`src/common/cmd_streamer_pkg.sv`:
```
// Constants, header layout and carrier types for the ring command fetch parser.
// Assumes one engine clock and a memory port that returns whole fetch lines in request order.
// Notes on behaviour
// - Only register writes inside 0x2000..0x27FF are claimed; others ignored.
// - A ring tail register write kicks off the fetch DMA; a ring start write stops it.
// - Fetch address is ring start plus the DMA head copy.
// - Each memory request asks for exactly one fetch line.
// - Fetch FIFO holds 8 lines; a request first reserves its line slot.
// - DMA keeps head and tail copies and advances its head per request.
// - DMA stops requesting when its head copy equals the tail.
// - Parser runs while the FIFO holds data and stalls while it is empty.
// - Header dword routes a command to vertex fetch, compute or parser.
// - Forwarded packets carry body dwords only, header stripped.
// - Architectural head advances only after a command completes.
// - Ring is empty whenever architectural head equals tail.
// - Pipeline type 3h in bits 28:27 is 3D; opcode 26:24, sub-opcode 23:16.
// - Ring context-switch requests stop fetch and parsing and are acknowledged.
// - Runs independently of the codec streamer; engines sync by semaphores only.
// - Commands execute strictly one after another on one submit port.
// - A pipeline-select command chooses 3D or media/compute mode.
package cmd_streamer_pkg;
  localparam int unsigned LINE_DW = 16;
  localparam int unsigned LINE_BITS = 512;
  localparam int unsigned FIFO_LINES = 8;
  localparam logic [3:0] FIFO_LINES_C = 4'h8;
  localparam logic [31:0] LINE_BYTES = 32'h0000_0040;
  localparam logic [31:0] DW_BYTES = 32'h0000_0004;
  localparam logic [31:0] MMIO_LO = 32'h0000_2000;
  localparam logic [31:0] MMIO_HI = 32'h0000_27FF;
  localparam logic [31:0] RING_TAIL_OFS = 32'h0000_2030;
  localparam logic [31:0] RING_START_OFS = 32'h0000_2038;
  localparam logic [31:0] RING_LEN_OFS = 32'h0000_203C;
  localparam logic [31:0] PTR_RST = 32'h0000_0000;
  localparam logic [31:0] RING_LEN_RST = 32'h0000_1000;
  localparam logic [2:0] CLIENT_MI = 3'h0;
  localparam logic [2:0] CLIENT_RENDER = 3'h3;
  localparam logic [1:0] TYPE_3D = 2'h3;
  localparam logic [1:0] TYPE_PIPESEL = 2'h1;
  localparam logic [2:0] OPC_PIPESEL = 3'h1;
  localparam logic [7:0] SUB_PIPESEL = 8'h04;
  localparam logic [5:0] MI_SEMA_WAIT = 6'h1C;

  typedef struct packed {
    logic [2:0] client;
    logic [1:0] ptype;
    logic [2:0] opc;
    logic [7:0] sub;
    logic [7:0] ctl;
    logic [7:0] len;
  } hdr_t;

  typedef struct packed {
    logic [31:0] data;
    logic last;
  } pkt_t;

  typedef struct packed {
    logic [31:0] addr;
    logic [31:0] data;
  } mmio_t;

  typedef enum logic [1:0] {P_HDR, P_BODY, P_DONE} parse_state_t;
  typedef enum logic [1:0] {D_VF, D_CMP, D_SELF} dest_t;
endpackage

```
`src/fetch_line_fifo.sv`:
```
// Eight-entry FIFO of fetch lines between the memory return path and the parser.
// Assumes the writer never pushes when full; the DMA reserves each slot before asking.
`timescale 1ns/1ps
module fetch_line_fifo (
  input wire logic clk_i,
  input wire logic reset_n_i,
  // Fill side
  input wire logic push_i,
  input wire logic [cmd_streamer_pkg::LINE_BITS-1:0] line_i,
  input wire logic flush_i,
  // Drain side
  input wire logic pop_i,
  output logic [cmd_streamer_pkg::LINE_BITS-1:0] line_o,
  output logic empty_o,
  output logic [3:0] count_o
);
  logic [cmd_streamer_pkg::LINE_BITS-1:0] mem_q [cmd_streamer_pkg::FIFO_LINES];
  logic [2:0] wr_q, wr_d, rd_q, rd_d;
  logic [3:0] cnt_q, cnt_d;

  always_comb
  begin
    wr_d = wr_q + 3'(push_i);
    rd_d = rd_q + 3'(pop_i && !empty_o);
    cnt_d = cnt_q + 4'(push_i) - 4'(pop_i && !empty_o);
    if (flush_i)
    begin
      wr_d = 3'h0;
      rd_d = 3'h0;
      cnt_d = 4'h0;
    end
  end

  always_ff @(posedge clk_i or negedge reset_n_i)
  begin
    if (!reset_n_i)
    begin
      wr_q <= 3'h0;
      rd_q <= 3'h0;
      cnt_q <= 4'h0;
    end
    else
    begin
      wr_q <= wr_d;
      rd_q <= rd_d;
      cnt_q <= cnt_d;
    end
  end

  always_ff @(posedge clk_i)
  begin
    if (push_i)
      mem_q[wr_q] <= line_i;
  end

  assign line_o = mem_q[rd_q];
  assign empty_o = (cnt_q == 4'h0);
  assign count_o = cnt_q;
endmodule

```
`src/ring_command_fetch_parser.sv`:
```
// Ring buffer command streamer front end: register window, line fetch DMA and header parser.
// Assumes ring start, length and tail are fetch-line aligned and reprogrammed only while idle.
`timescale 1ns/1ps
module ring_command_fetch_parser (
  // Clock and reset
  input wire logic clk_i,
  input wire logic reset_n_i,
  // Register write port
  input wire logic mmio_valid_i,
  input wire cmd_streamer_pkg::mmio_t mmio_i,
  output logic mmio_claim_o,
  // Memory read port
  output logic mem_req_valid_o,
  output logic [31:0] mem_req_addr_o,
  input wire logic mem_req_ready_i,
  input wire logic mem_rsp_valid_i,
  input wire logic [cmd_streamer_pkg::LINE_BITS-1:0] mem_rsp_line_i,
  // Vertex fetch and compute packet outputs
  output logic vf_valid_o,
  output cmd_streamer_pkg::pkt_t vf_pkt_o,
  input wire logic vf_ready_i,
  output logic cmp_valid_o,
  output cmd_streamer_pkg::pkt_t cmp_pkt_o,
  input wire logic cmp_ready_i,
  // Engine control and status
  input wire logic sema_i,
  input wire logic ctx_switch_i,
  output logic ctx_switch_ack_o,
  output logic [31:0] head_o,
  output logic ring_empty_o,
  output logic mode_3d_o
);
  logic [31:0] start_q, start_d, len_q, len_d, tail_q, tail_d;
  logic [31:0] head_q, head_d, dma_head_q, dma_head_d, addr_q, addr_d;
  logic fetch_en_q, fetch_en_d, stop_q, stop_d, ack_q, ack_d, claim_q, claim_d;
  logic req_q, req_d, empty_q, empty_d, mode_q, mode_d, sema_q, sema_d, flush;
  logic [3:0] infl_q, infl_d, fifo_cnt;
  logic [3:0] pos_q, pos_d;
  logic [7:0] rem_q, rem_d;
  logic [8:0] ndw_q, ndw_d;
  logic vfv_q, vfv_d, cmv_q, cmv_d;
  cmd_streamer_pkg::pkt_t vfp_q, vfp_d, cmp_q, cmp_d;
  cmd_streamer_pkg::parse_state_t st_q, st_d;
  cmd_streamer_pkg::dest_t dest_q, dest_d;
  cmd_streamer_pkg::hdr_t hdr;
  logic [cmd_streamer_pkg::LINE_BITS-1:0] fifo_line;
  logic fifo_empty, consume, in_win, vf_free, cm_free;
  logic [31:0] cur_dw, dma_next, head_sum;

  fetch_line_fifo u_fifo (
    .clk_i(clk_i),
    .reset_n_i(reset_n_i),
    .push_i(mem_rsp_valid_i),
    .line_i(mem_rsp_line_i),
    .flush_i(flush),
    .pop_i(consume && pos_q == 4'hF),
    .line_o(fifo_line),
    .empty_o(fifo_empty),
    .count_o(fifo_cnt)
  );

  // Register window and DMA: one line per request, slot reserved when the request is raised.
  always_comb
  begin
    in_win = mmio_valid_i && mmio_i.addr >= cmd_streamer_pkg::MMIO_LO
             && mmio_i.addr <= cmd_streamer_pkg::MMIO_HI;
    claim_d = in_win;
    start_d = start_q;
    len_d = len_q;
    tail_d = tail_q;
    fetch_en_d = fetch_en_q;
    stop_d = stop_q || ctx_switch_i;
    flush = 1'b0;
    dma_head_d = dma_head_q;
    req_d = req_q;
    addr_d = addr_q;
    infl_d = infl_q - 4'(mem_rsp_valid_i);
    dma_next = dma_head_q + cmd_streamer_pkg::LINE_BYTES;
    if (dma_next >= len_q)
      dma_next = cmd_streamer_pkg::PTR_RST;
    if (req_q && mem_req_ready_i)
    begin
      req_d = 1'b0;
      dma_head_d = dma_next;
    end
    else if (!req_q && fetch_en_q && !stop_q && dma_head_q != tail_q
             && fifo_cnt + infl_q < cmd_streamer_pkg::FIFO_LINES_C)
    begin
      req_d = 1'b1;
      addr_d = start_q + dma_head_q;
      infl_d = infl_d + 4'h1;
    end
    if (in_win && mmio_i.addr == cmd_streamer_pkg::RING_START_OFS)
    begin
      start_d = mmio_i.data;
      dma_head_d = cmd_streamer_pkg::PTR_RST;
      fetch_en_d = 1'b0;
      flush = 1'b1;
    end
    if (in_win && mmio_i.addr == cmd_streamer_pkg::RING_LEN_OFS)
      len_d = mmio_i.data;
    if (in_win && mmio_i.addr == cmd_streamer_pkg::RING_TAIL_OFS)
    begin
      tail_d = mmio_i.data;
      fetch_en_d = 1'b1;
      // A context switch request in the same cycle as the tail write still stops the ring.
      stop_d = ctx_switch_i;
    end
    ack_d = stop_d && st_q == cmd_streamer_pkg::P_HDR && !req_q && infl_q == 4'h0;
  end

  // Parser: one command at a time, header decoded then body streamed or consumed.
  always_comb
  begin
    cur_dw = fifo_line[{pos_q, 5'h00} +: 32];
    hdr = cur_dw;
    vf_free = !vfv_q || vf_ready_i;
    cm_free = !cmv_q || cmp_ready_i;
    st_d = st_q;
    dest_d = dest_q;
    rem_d = rem_q;
    ndw_d = ndw_q;
    mode_d = mode_q;
    sema_d = sema_q;
    head_d = head_q;
    consume = 1'b0;
    vfv_d = vfv_q && !vf_ready_i;
    cmv_d = cmv_q && !cmp_ready_i;
    vfp_d = vfp_q;
    cmp_d = cmp_q;
    head_sum = head_q + {21'h0, ndw_q, 2'h0};
    if (head_sum >= len_q)
      head_sum = head_sum - len_q;
    unique case (st_q)
      cmd_streamer_pkg::P_HDR:
        if (!fifo_empty && !empty_q && !stop_q)
        begin
          consume = 1'b1;
          rem_d = hdr.len;
          ndw_d = 9'h001;
          sema_d = 1'b0;
          dest_d = cmd_streamer_pkg::D_SELF;
          if (hdr.client == cmd_streamer_pkg::CLIENT_RENDER)
          begin
            if (hdr.ptype == cmd_streamer_pkg::TYPE_3D)
              dest_d = cmd_streamer_pkg::D_VF;
            else if (hdr.ptype == cmd_streamer_pkg::TYPE_PIPESEL && hdr.opc == cmd_streamer_pkg::OPC_PIPESEL
                     && hdr.sub == cmd_streamer_pkg::SUB_PIPESEL)
              mode_d = hdr.ctl[0];
            else
              dest_d = cmd_streamer_pkg::D_CMP;
          end
          else if (hdr.client == cmd_streamer_pkg::CLIENT_MI
                   && {hdr.ptype, hdr.opc, hdr.sub[7]} == cmd_streamer_pkg::MI_SEMA_WAIT)
            sema_d = 1'b1;
          st_d = (hdr.len == 8'h00) ? cmd_streamer_pkg::P_DONE : cmd_streamer_pkg::P_BODY;
        end
      cmd_streamer_pkg::P_BODY:
        if (!fifo_empty && (dest_q == cmd_streamer_pkg::D_SELF
            || (dest_q == cmd_streamer_pkg::D_VF && vf_free) || (dest_q == cmd_streamer_pkg::D_CMP && cm_free)))
        begin
          consume = 1'b1;
          if (dest_q == cmd_streamer_pkg::D_VF)
          begin
            vfv_d = 1'b1;
            vfp_d = '{data: cur_dw, last: rem_q == 8'h01};
          end
          if (dest_q == cmd_streamer_pkg::D_CMP)
          begin
            cmv_d = 1'b1;
            cmp_d = '{data: cur_dw, last: rem_q == 8'h01};
          end
          rem_d = rem_q - 8'h01;
          ndw_d = ndw_q + 9'h001;
          if (rem_q == 8'h01)
            st_d = cmd_streamer_pkg::P_DONE;
        end
      cmd_streamer_pkg::P_DONE:
        if (!vfv_q && !cmv_q && (!sema_q || sema_i))
        begin
          head_d = head_sum;
          st_d = cmd_streamer_pkg::P_HDR;
        end
    endcase
    pos_d = pos_q + 4'(consume);
    if (flush)
    begin
      pos_d = 4'h0;
      head_d = cmd_streamer_pkg::PTR_RST;
    end
    empty_d = (head_d == tail_d);
  end

  always_ff @(posedge clk_i or negedge reset_n_i)
  begin
    if (!reset_n_i)
    begin
      start_q <= cmd_streamer_pkg::PTR_RST;
      len_q <= cmd_streamer_pkg::RING_LEN_RST;
      tail_q <= cmd_streamer_pkg::PTR_RST;
      head_q <= cmd_streamer_pkg::PTR_RST;
      dma_head_q <= cmd_streamer_pkg::PTR_RST;
      addr_q <= cmd_streamer_pkg::PTR_RST;
      fetch_en_q <= 1'b0;
      stop_q <= 1'b0;
      ack_q <= 1'b0;
      claim_q <= 1'b0;
      req_q <= 1'b0;
      infl_q <= 4'h0;
      empty_q <= 1'b1;
      mode_q <= 1'b1;
      sema_q <= 1'b0;
      pos_q <= 4'h0;
      rem_q <= 8'h00;
      ndw_q <= 9'h000;
      vfv_q <= 1'b0;
      cmv_q <= 1'b0;
      vfp_q <= '0;
      cmp_q <= '0;
      st_q <= cmd_streamer_pkg::P_HDR;
      dest_q <= cmd_streamer_pkg::D_SELF;
    end
    else
    begin
      start_q <= start_d;
      len_q <= len_d;
      tail_q <= tail_d;
      head_q <= head_d;
      dma_head_q <= dma_head_d;
      addr_q <= addr_d;
      fetch_en_q <= fetch_en_d;
      stop_q <= stop_d;
      ack_q <= ack_d;
      claim_q <= claim_d;
      req_q <= req_d;
      infl_q <= infl_d;
      empty_q <= empty_d;
      mode_q <= mode_d;
      sema_q <= sema_d;
      pos_q <= pos_d;
      rem_q <= rem_d;
      ndw_q <= ndw_d;
      vfv_q <= vfv_d;
      cmv_q <= cmv_d;
      vfp_q <= vfp_d;
      cmp_q <= cmp_d;
      st_q <= st_d;
      dest_q <= dest_d;
    end
  end

  assign mmio_claim_o = claim_q;
  assign mem_req_valid_o = req_q;
  assign mem_req_addr_o = addr_q;
  assign vf_valid_o = vfv_q;
  assign vf_pkt_o = vfp_q;
  assign cmp_valid_o = cmv_q;
  assign cmp_pkt_o = cmp_q;
  assign ctx_switch_ack_o = ack_q;
  assign head_o = head_q;
  assign ring_empty_o = empty_q;
  assign mode_3d_o = mode_q;
endmodule

```
`config.mk`:
```
export PLATFORM = sky130hd
export DESIGN_NAME = ring_command_fetch_parser
export DESIGN_NICKNAME = d
export VERILOG_FILES = /design/src/common/cmd_streamer_pkg.sv /design/src/fetch_line_fifo.sv /design/src/ring_command_fetch_parser.sv
export SDC_FILE = /design/constraint.sdc
export NUM_CORES = 2
export LEC_CHECK = 0
export BUFFER_PORTS_ARGS = -buffer_cell sky130_fd_sc_hd__buf_2
export CORE_MARGIN = 10
export CORE_UTILIZATION = 60
export DETAILED_ROUTE_END_ITERATION = 7
export HOLD_SLACK_MARGIN = 0.12
export MAX_ROUTING_LAYER = met4
export PLACE_DENSITY = 0.86
export REMOVE_ABC_BUFFERS = 1
export SETUP_SLACK_MARGIN = 0.3
export SYNTH_ARGS = -nofsm -noshare
export SYNTH_HDL_FRONTEND = slang
export SYNTH_SLANG_ARGS = --single-unit
```
`constraint.sdc`:
```
create_clock -name clk_i -period 47.4 [get_ports clk_i]
set_input_delay 9.48 -clock clk_i [delete_from_list [all_inputs] [get_ports clk_i]]
set_output_delay 9.48 -clock clk_i [all_outputs]
set_load 0.02 [all_outputs]
```
==> results list <==
- Total standard cell area after synthesis: 173000 µm²
- Final cell area excluding filler cells: 196000 µm²
* Type of origin of the critical path: input port
- Cells fill 68.1% of the core in the end.
- Headroom to the max-slew limit came out at 9.97%.
- The total area inside the core boundary comes to 288000 µm².
* Starting Density: 60.2%
- Clk slew on worst S/H paths: 60 ps
- Slew at the pin with the worst max-slew slack: 1320 ps
- Wire length of the first global-routing pass: 712 mm
- Iter 0 DRT Violations: 15600
* Part of the power in the clock network: 28.3%
- No sink is reached through more buffers than the 4 on the longest clock path.
- Slowest cell delay on critical path: 970 ps
- Buffers inserted during clock tree synthesis total 422.
- Core Rows: 197
- Max-cap violations in this run came to 0.
- For the final routed database, the setup TNS stands at 0 ps.
- DR vias: 93500
- In this run, post-CTS hold repair placed 0 buffers.
- Summing the sequential cell areas from Yosys gives 75.3% of the chip area.
- Share of the synthesized netlist area taken by xor and xnor gates: 0.824%
- Count of boundary I/O pins: 722
- Counting flops with a built-in enable in the synthesized netlist gives 4096.
- Fraction of synthesized area in multiplexers: 18.1%
- # setup viols final: 0
* Power share of the sequential group: 42.1%
- For this design, the slowest cell found on the critical path is buf_4.
- VDD sags by at most 0.0463 mV.
- On the final layout, the worst clock skew is 61.1 ps.
- Net switching is 32.7% of the power.
- Switching power total: 4010 µW
- Along the worst path, the maximum fanout reaches 67.
- Entering global routing, the biggest net connects 166 pins.
- Nets: 9452
- Of the total synthesized cell area, the portion taken by full adders, half adders and majority gates is 0.865%.
- Post-detailed-route DRC marker count: 0
- Global routing used 33.0% of the available tracks across all layers.
- The Yosys step of the flow raised 0 warnings.
* Critical path's most frequent cell: buf_4
- Synth-to-layout area growth: 13.1%
- Leakage dissipation: 0.0654 µW
- The max-slew violation count is 0.
* Average vias per placed instance: 7.11
- Min cycle time layout: 14480 ps
- The tightest hold path in the finished design has a slack of 466 ps.
* Average cell area after synthesis: 22.1 µm²
- The critical path in this run is classified as in -> reg.
- Summing the areas of all compound-gate instances in the mapped netlist gives 1.59% of the synthesized area.
- The most common cell in the synthesized netlist is edfxtp_1.
* Post-CTS Setup Inserts: 0
* Distinct cells, synth: 80
* Post-route clock period utilization: 30.5%
- Post-detailed-placement cell area: 181000 µm²
* Resized cells post-CTS: 0
- Number of register bits inferred by synthesis: 4397
* Final Hold Fails: 0
* Combinational family with the most area after synthesis: multiplexers
* Total wire length after detailed routing: 519 mm
* Chip width: 557 µm
* Async set-or-reset flop fraction in the synthesized netlist: 6.85%
- Layout cells sized above 1: 32.5%
- Input and output buffers added on the ports amount to 721.
* Final weighted congestion in routability-driven placement: 0.916
- Int Pwr: 8250 µW
* WP data required: 47960 ps
* Number of cells produced by synthesis: 7847
- STA classifies the critical path endpoint as a flop.
- Unrepaired setup endpoints after global routing: false
* PD cells: 62.5 nW/µm²
- Clock sink total: 4397
- By count the netlist is led by 4096 x edfxtp_1, 1309 x mux4_2, 403 x nand2_1, 297 x dfrtp_1, 180 x clkbuf_1.
- CTS tree: yes
- Detailed placement ended at an HPWL of 276 mm.
* Leftover overflow at the end of global routing: 0
- The number of antenna violations at the first check in global routing is 252.
- Level count of the clock H-tree: 5
- Die Outline Area: 311000 µm²
- In this run the vertical extent of the chip is 557 µm.
- Average detailed-routed wire length per instance: 39.4 µm
- The cell sitting at the root of the clock tree is a clkbuf_16.
- Arrival time reported for the critical path endpoint: 15040 ps
* Final antenna-violating net count: 0
* Run status: complete, no violations
- The share of synthesized area in the top cell type comes to 71.0%.
- Of the total power, combinational logic draws 29.7%.
* Skew-Pair Late Insertion Delay: 1000 ps
* Post-synth top area cell: edfxtp_1
* CP cell instances: buf_2 > nand2_1 > nor2_4 > buf_4 > buf_4 > buf_4 > buf_4 > buf_4
- In the post-synthesis netlist, the biggest area contributors are edfxtp_1 71%, mux4_2 17%, dfrtp_1 4.3%, nand2_1 0.87%, ha_1 0.83%.
- First drt pass iteration count: 6
- The min-delay analysis places its worst path in the category reg -> reg.
* Max Clk Rate: 69.1 MHz
* Simple-Gate Fraction of Synth Area: 2.06%
- The via count of the first global-routing pass is 93300.
- Primary FF master, synth: edfxtp_1
## worst paths after layout
path / slack [ps] / cells after the start / endpoint / from
max: 32920 / 8 / u_fifo.mem_q[7][324] / mem_rsp_valid_i
min: 470 / 2 / start_q[0] / start_q[0]
max reg2reg: 39670 / 12 / mode_3d_o / u_fifo.rd_q[0]
min reg2reg: 470 / 2 / start_q[0] / start_q[0]
max in group asynchronous: 35590 / 4 / vf_pkt_o[10] / reset_n_i
min in group asynchronous: 8550 / 1 / cmp_pkt_o[18] / reset_n_i
## state kept, by name, summed over array words and instances, names as in the netlist, 4 cells and up
name	cells
u_fifo.mem_q	4096
cmp_pkt_o	33
vf_pkt_o	33
head_o	32
len_q	32
mem_req_addr_o	32
start_q	32
tail_q	32
dma_head_q	26
ndw_q	9
rem_q	8
infl_q	4
pos_q	4
u_fifo.count_o	4
## cell type report
cell class | count | area [µm²]
Antenna cell | 254 | 636
Clock buffer | 521 | 11100
Clock inverter | 267 | 2850
Fill cell | 16500 | 91900
Inverter | 85 | 327
Multi-Input combinational cell | 2977 | 40800
Sequential cell | 4397 | 131000
Tap cell | 3781 | 4730
Timing Repair Buffer | 866 | 4980
## cells by family after synthesis
group,count (synthesis)
buf+inv,473
xor+xnor,163
simple gates,788
mux,1489
flops,4397
compound gates,419
fa+ha+maj,118
## power groups by stage
stage / clock network (µW) / logic, µW / registers [µW]
2_1_floorplan: 0 / 4710 / 5910
3_3_place_gp: 0 / 3340 / 5090
3_5_place_dp: 0 / 3460 / 5160
4_1_cts: 3460 / 3580 / 5130
5_1_grt: 3610 / 3770 / 5170
6_report: 3460 / 3640 / 5160
## cells in the final DEF, fill, tap and decap left out, types with 16 or more instances in the layout
cell type      n
edfxtp_1    4096
mux4_2      1309
buf_2        720
clkbuf_16    426
nand2_1      402
dfrtp_1      290
diode_2      254
nor2_1       125
buf_4        123
mux2_2       121
ha_1         115
a21oi_1      102
xnor2_1       95
o21ai_0       90
clkinv_1      88
inv_1         83
clkbuf_1      82
clkinv_2      72
xor2_1        68
mux2i_1       59
nand3_1       43
a21o_1        39
bufinv_16     38
nand4_1       33
nor3_1        26
and2_1        25
clkinvlp_4    23
buf_12        22
and3_1        20
clkinv_16     18
o31ai_1       17
nor2b_1       16
a211oi_1      16
a31oi_1       16
## worst max-delay path: cells and delay by family
kind / cells / cell delay (ps)
buffers and inverters: 6 / 4660
and+or+nand+nor: 2 / 510
## through the flow
| stage | worst slack, ps | instances | power [µW] |
|---|---|---|---|
| final | 32920 | 13100 | 12300 |
| after global routing | 32810 | 13100 | 12500 |
| after CTS | 33080 | 12900 | 12200 |
| after detailed placement | 32210 | 12100 | 8620 |
| after global placement | 32370 | 12100 | 8430 |
| after floorplan | 1440 | 7459 | 10600 |
## per-layer routing
layer	GRT usage, %	wire, µm	vias up
li1	-	-	35000
met1	40.0	164000	48100
met2	51.6	256000	8603
met3	7.71	59900	1783
met4	18.7	38500	0
met5	-	0	-
(Power assumes the default switching activity.)
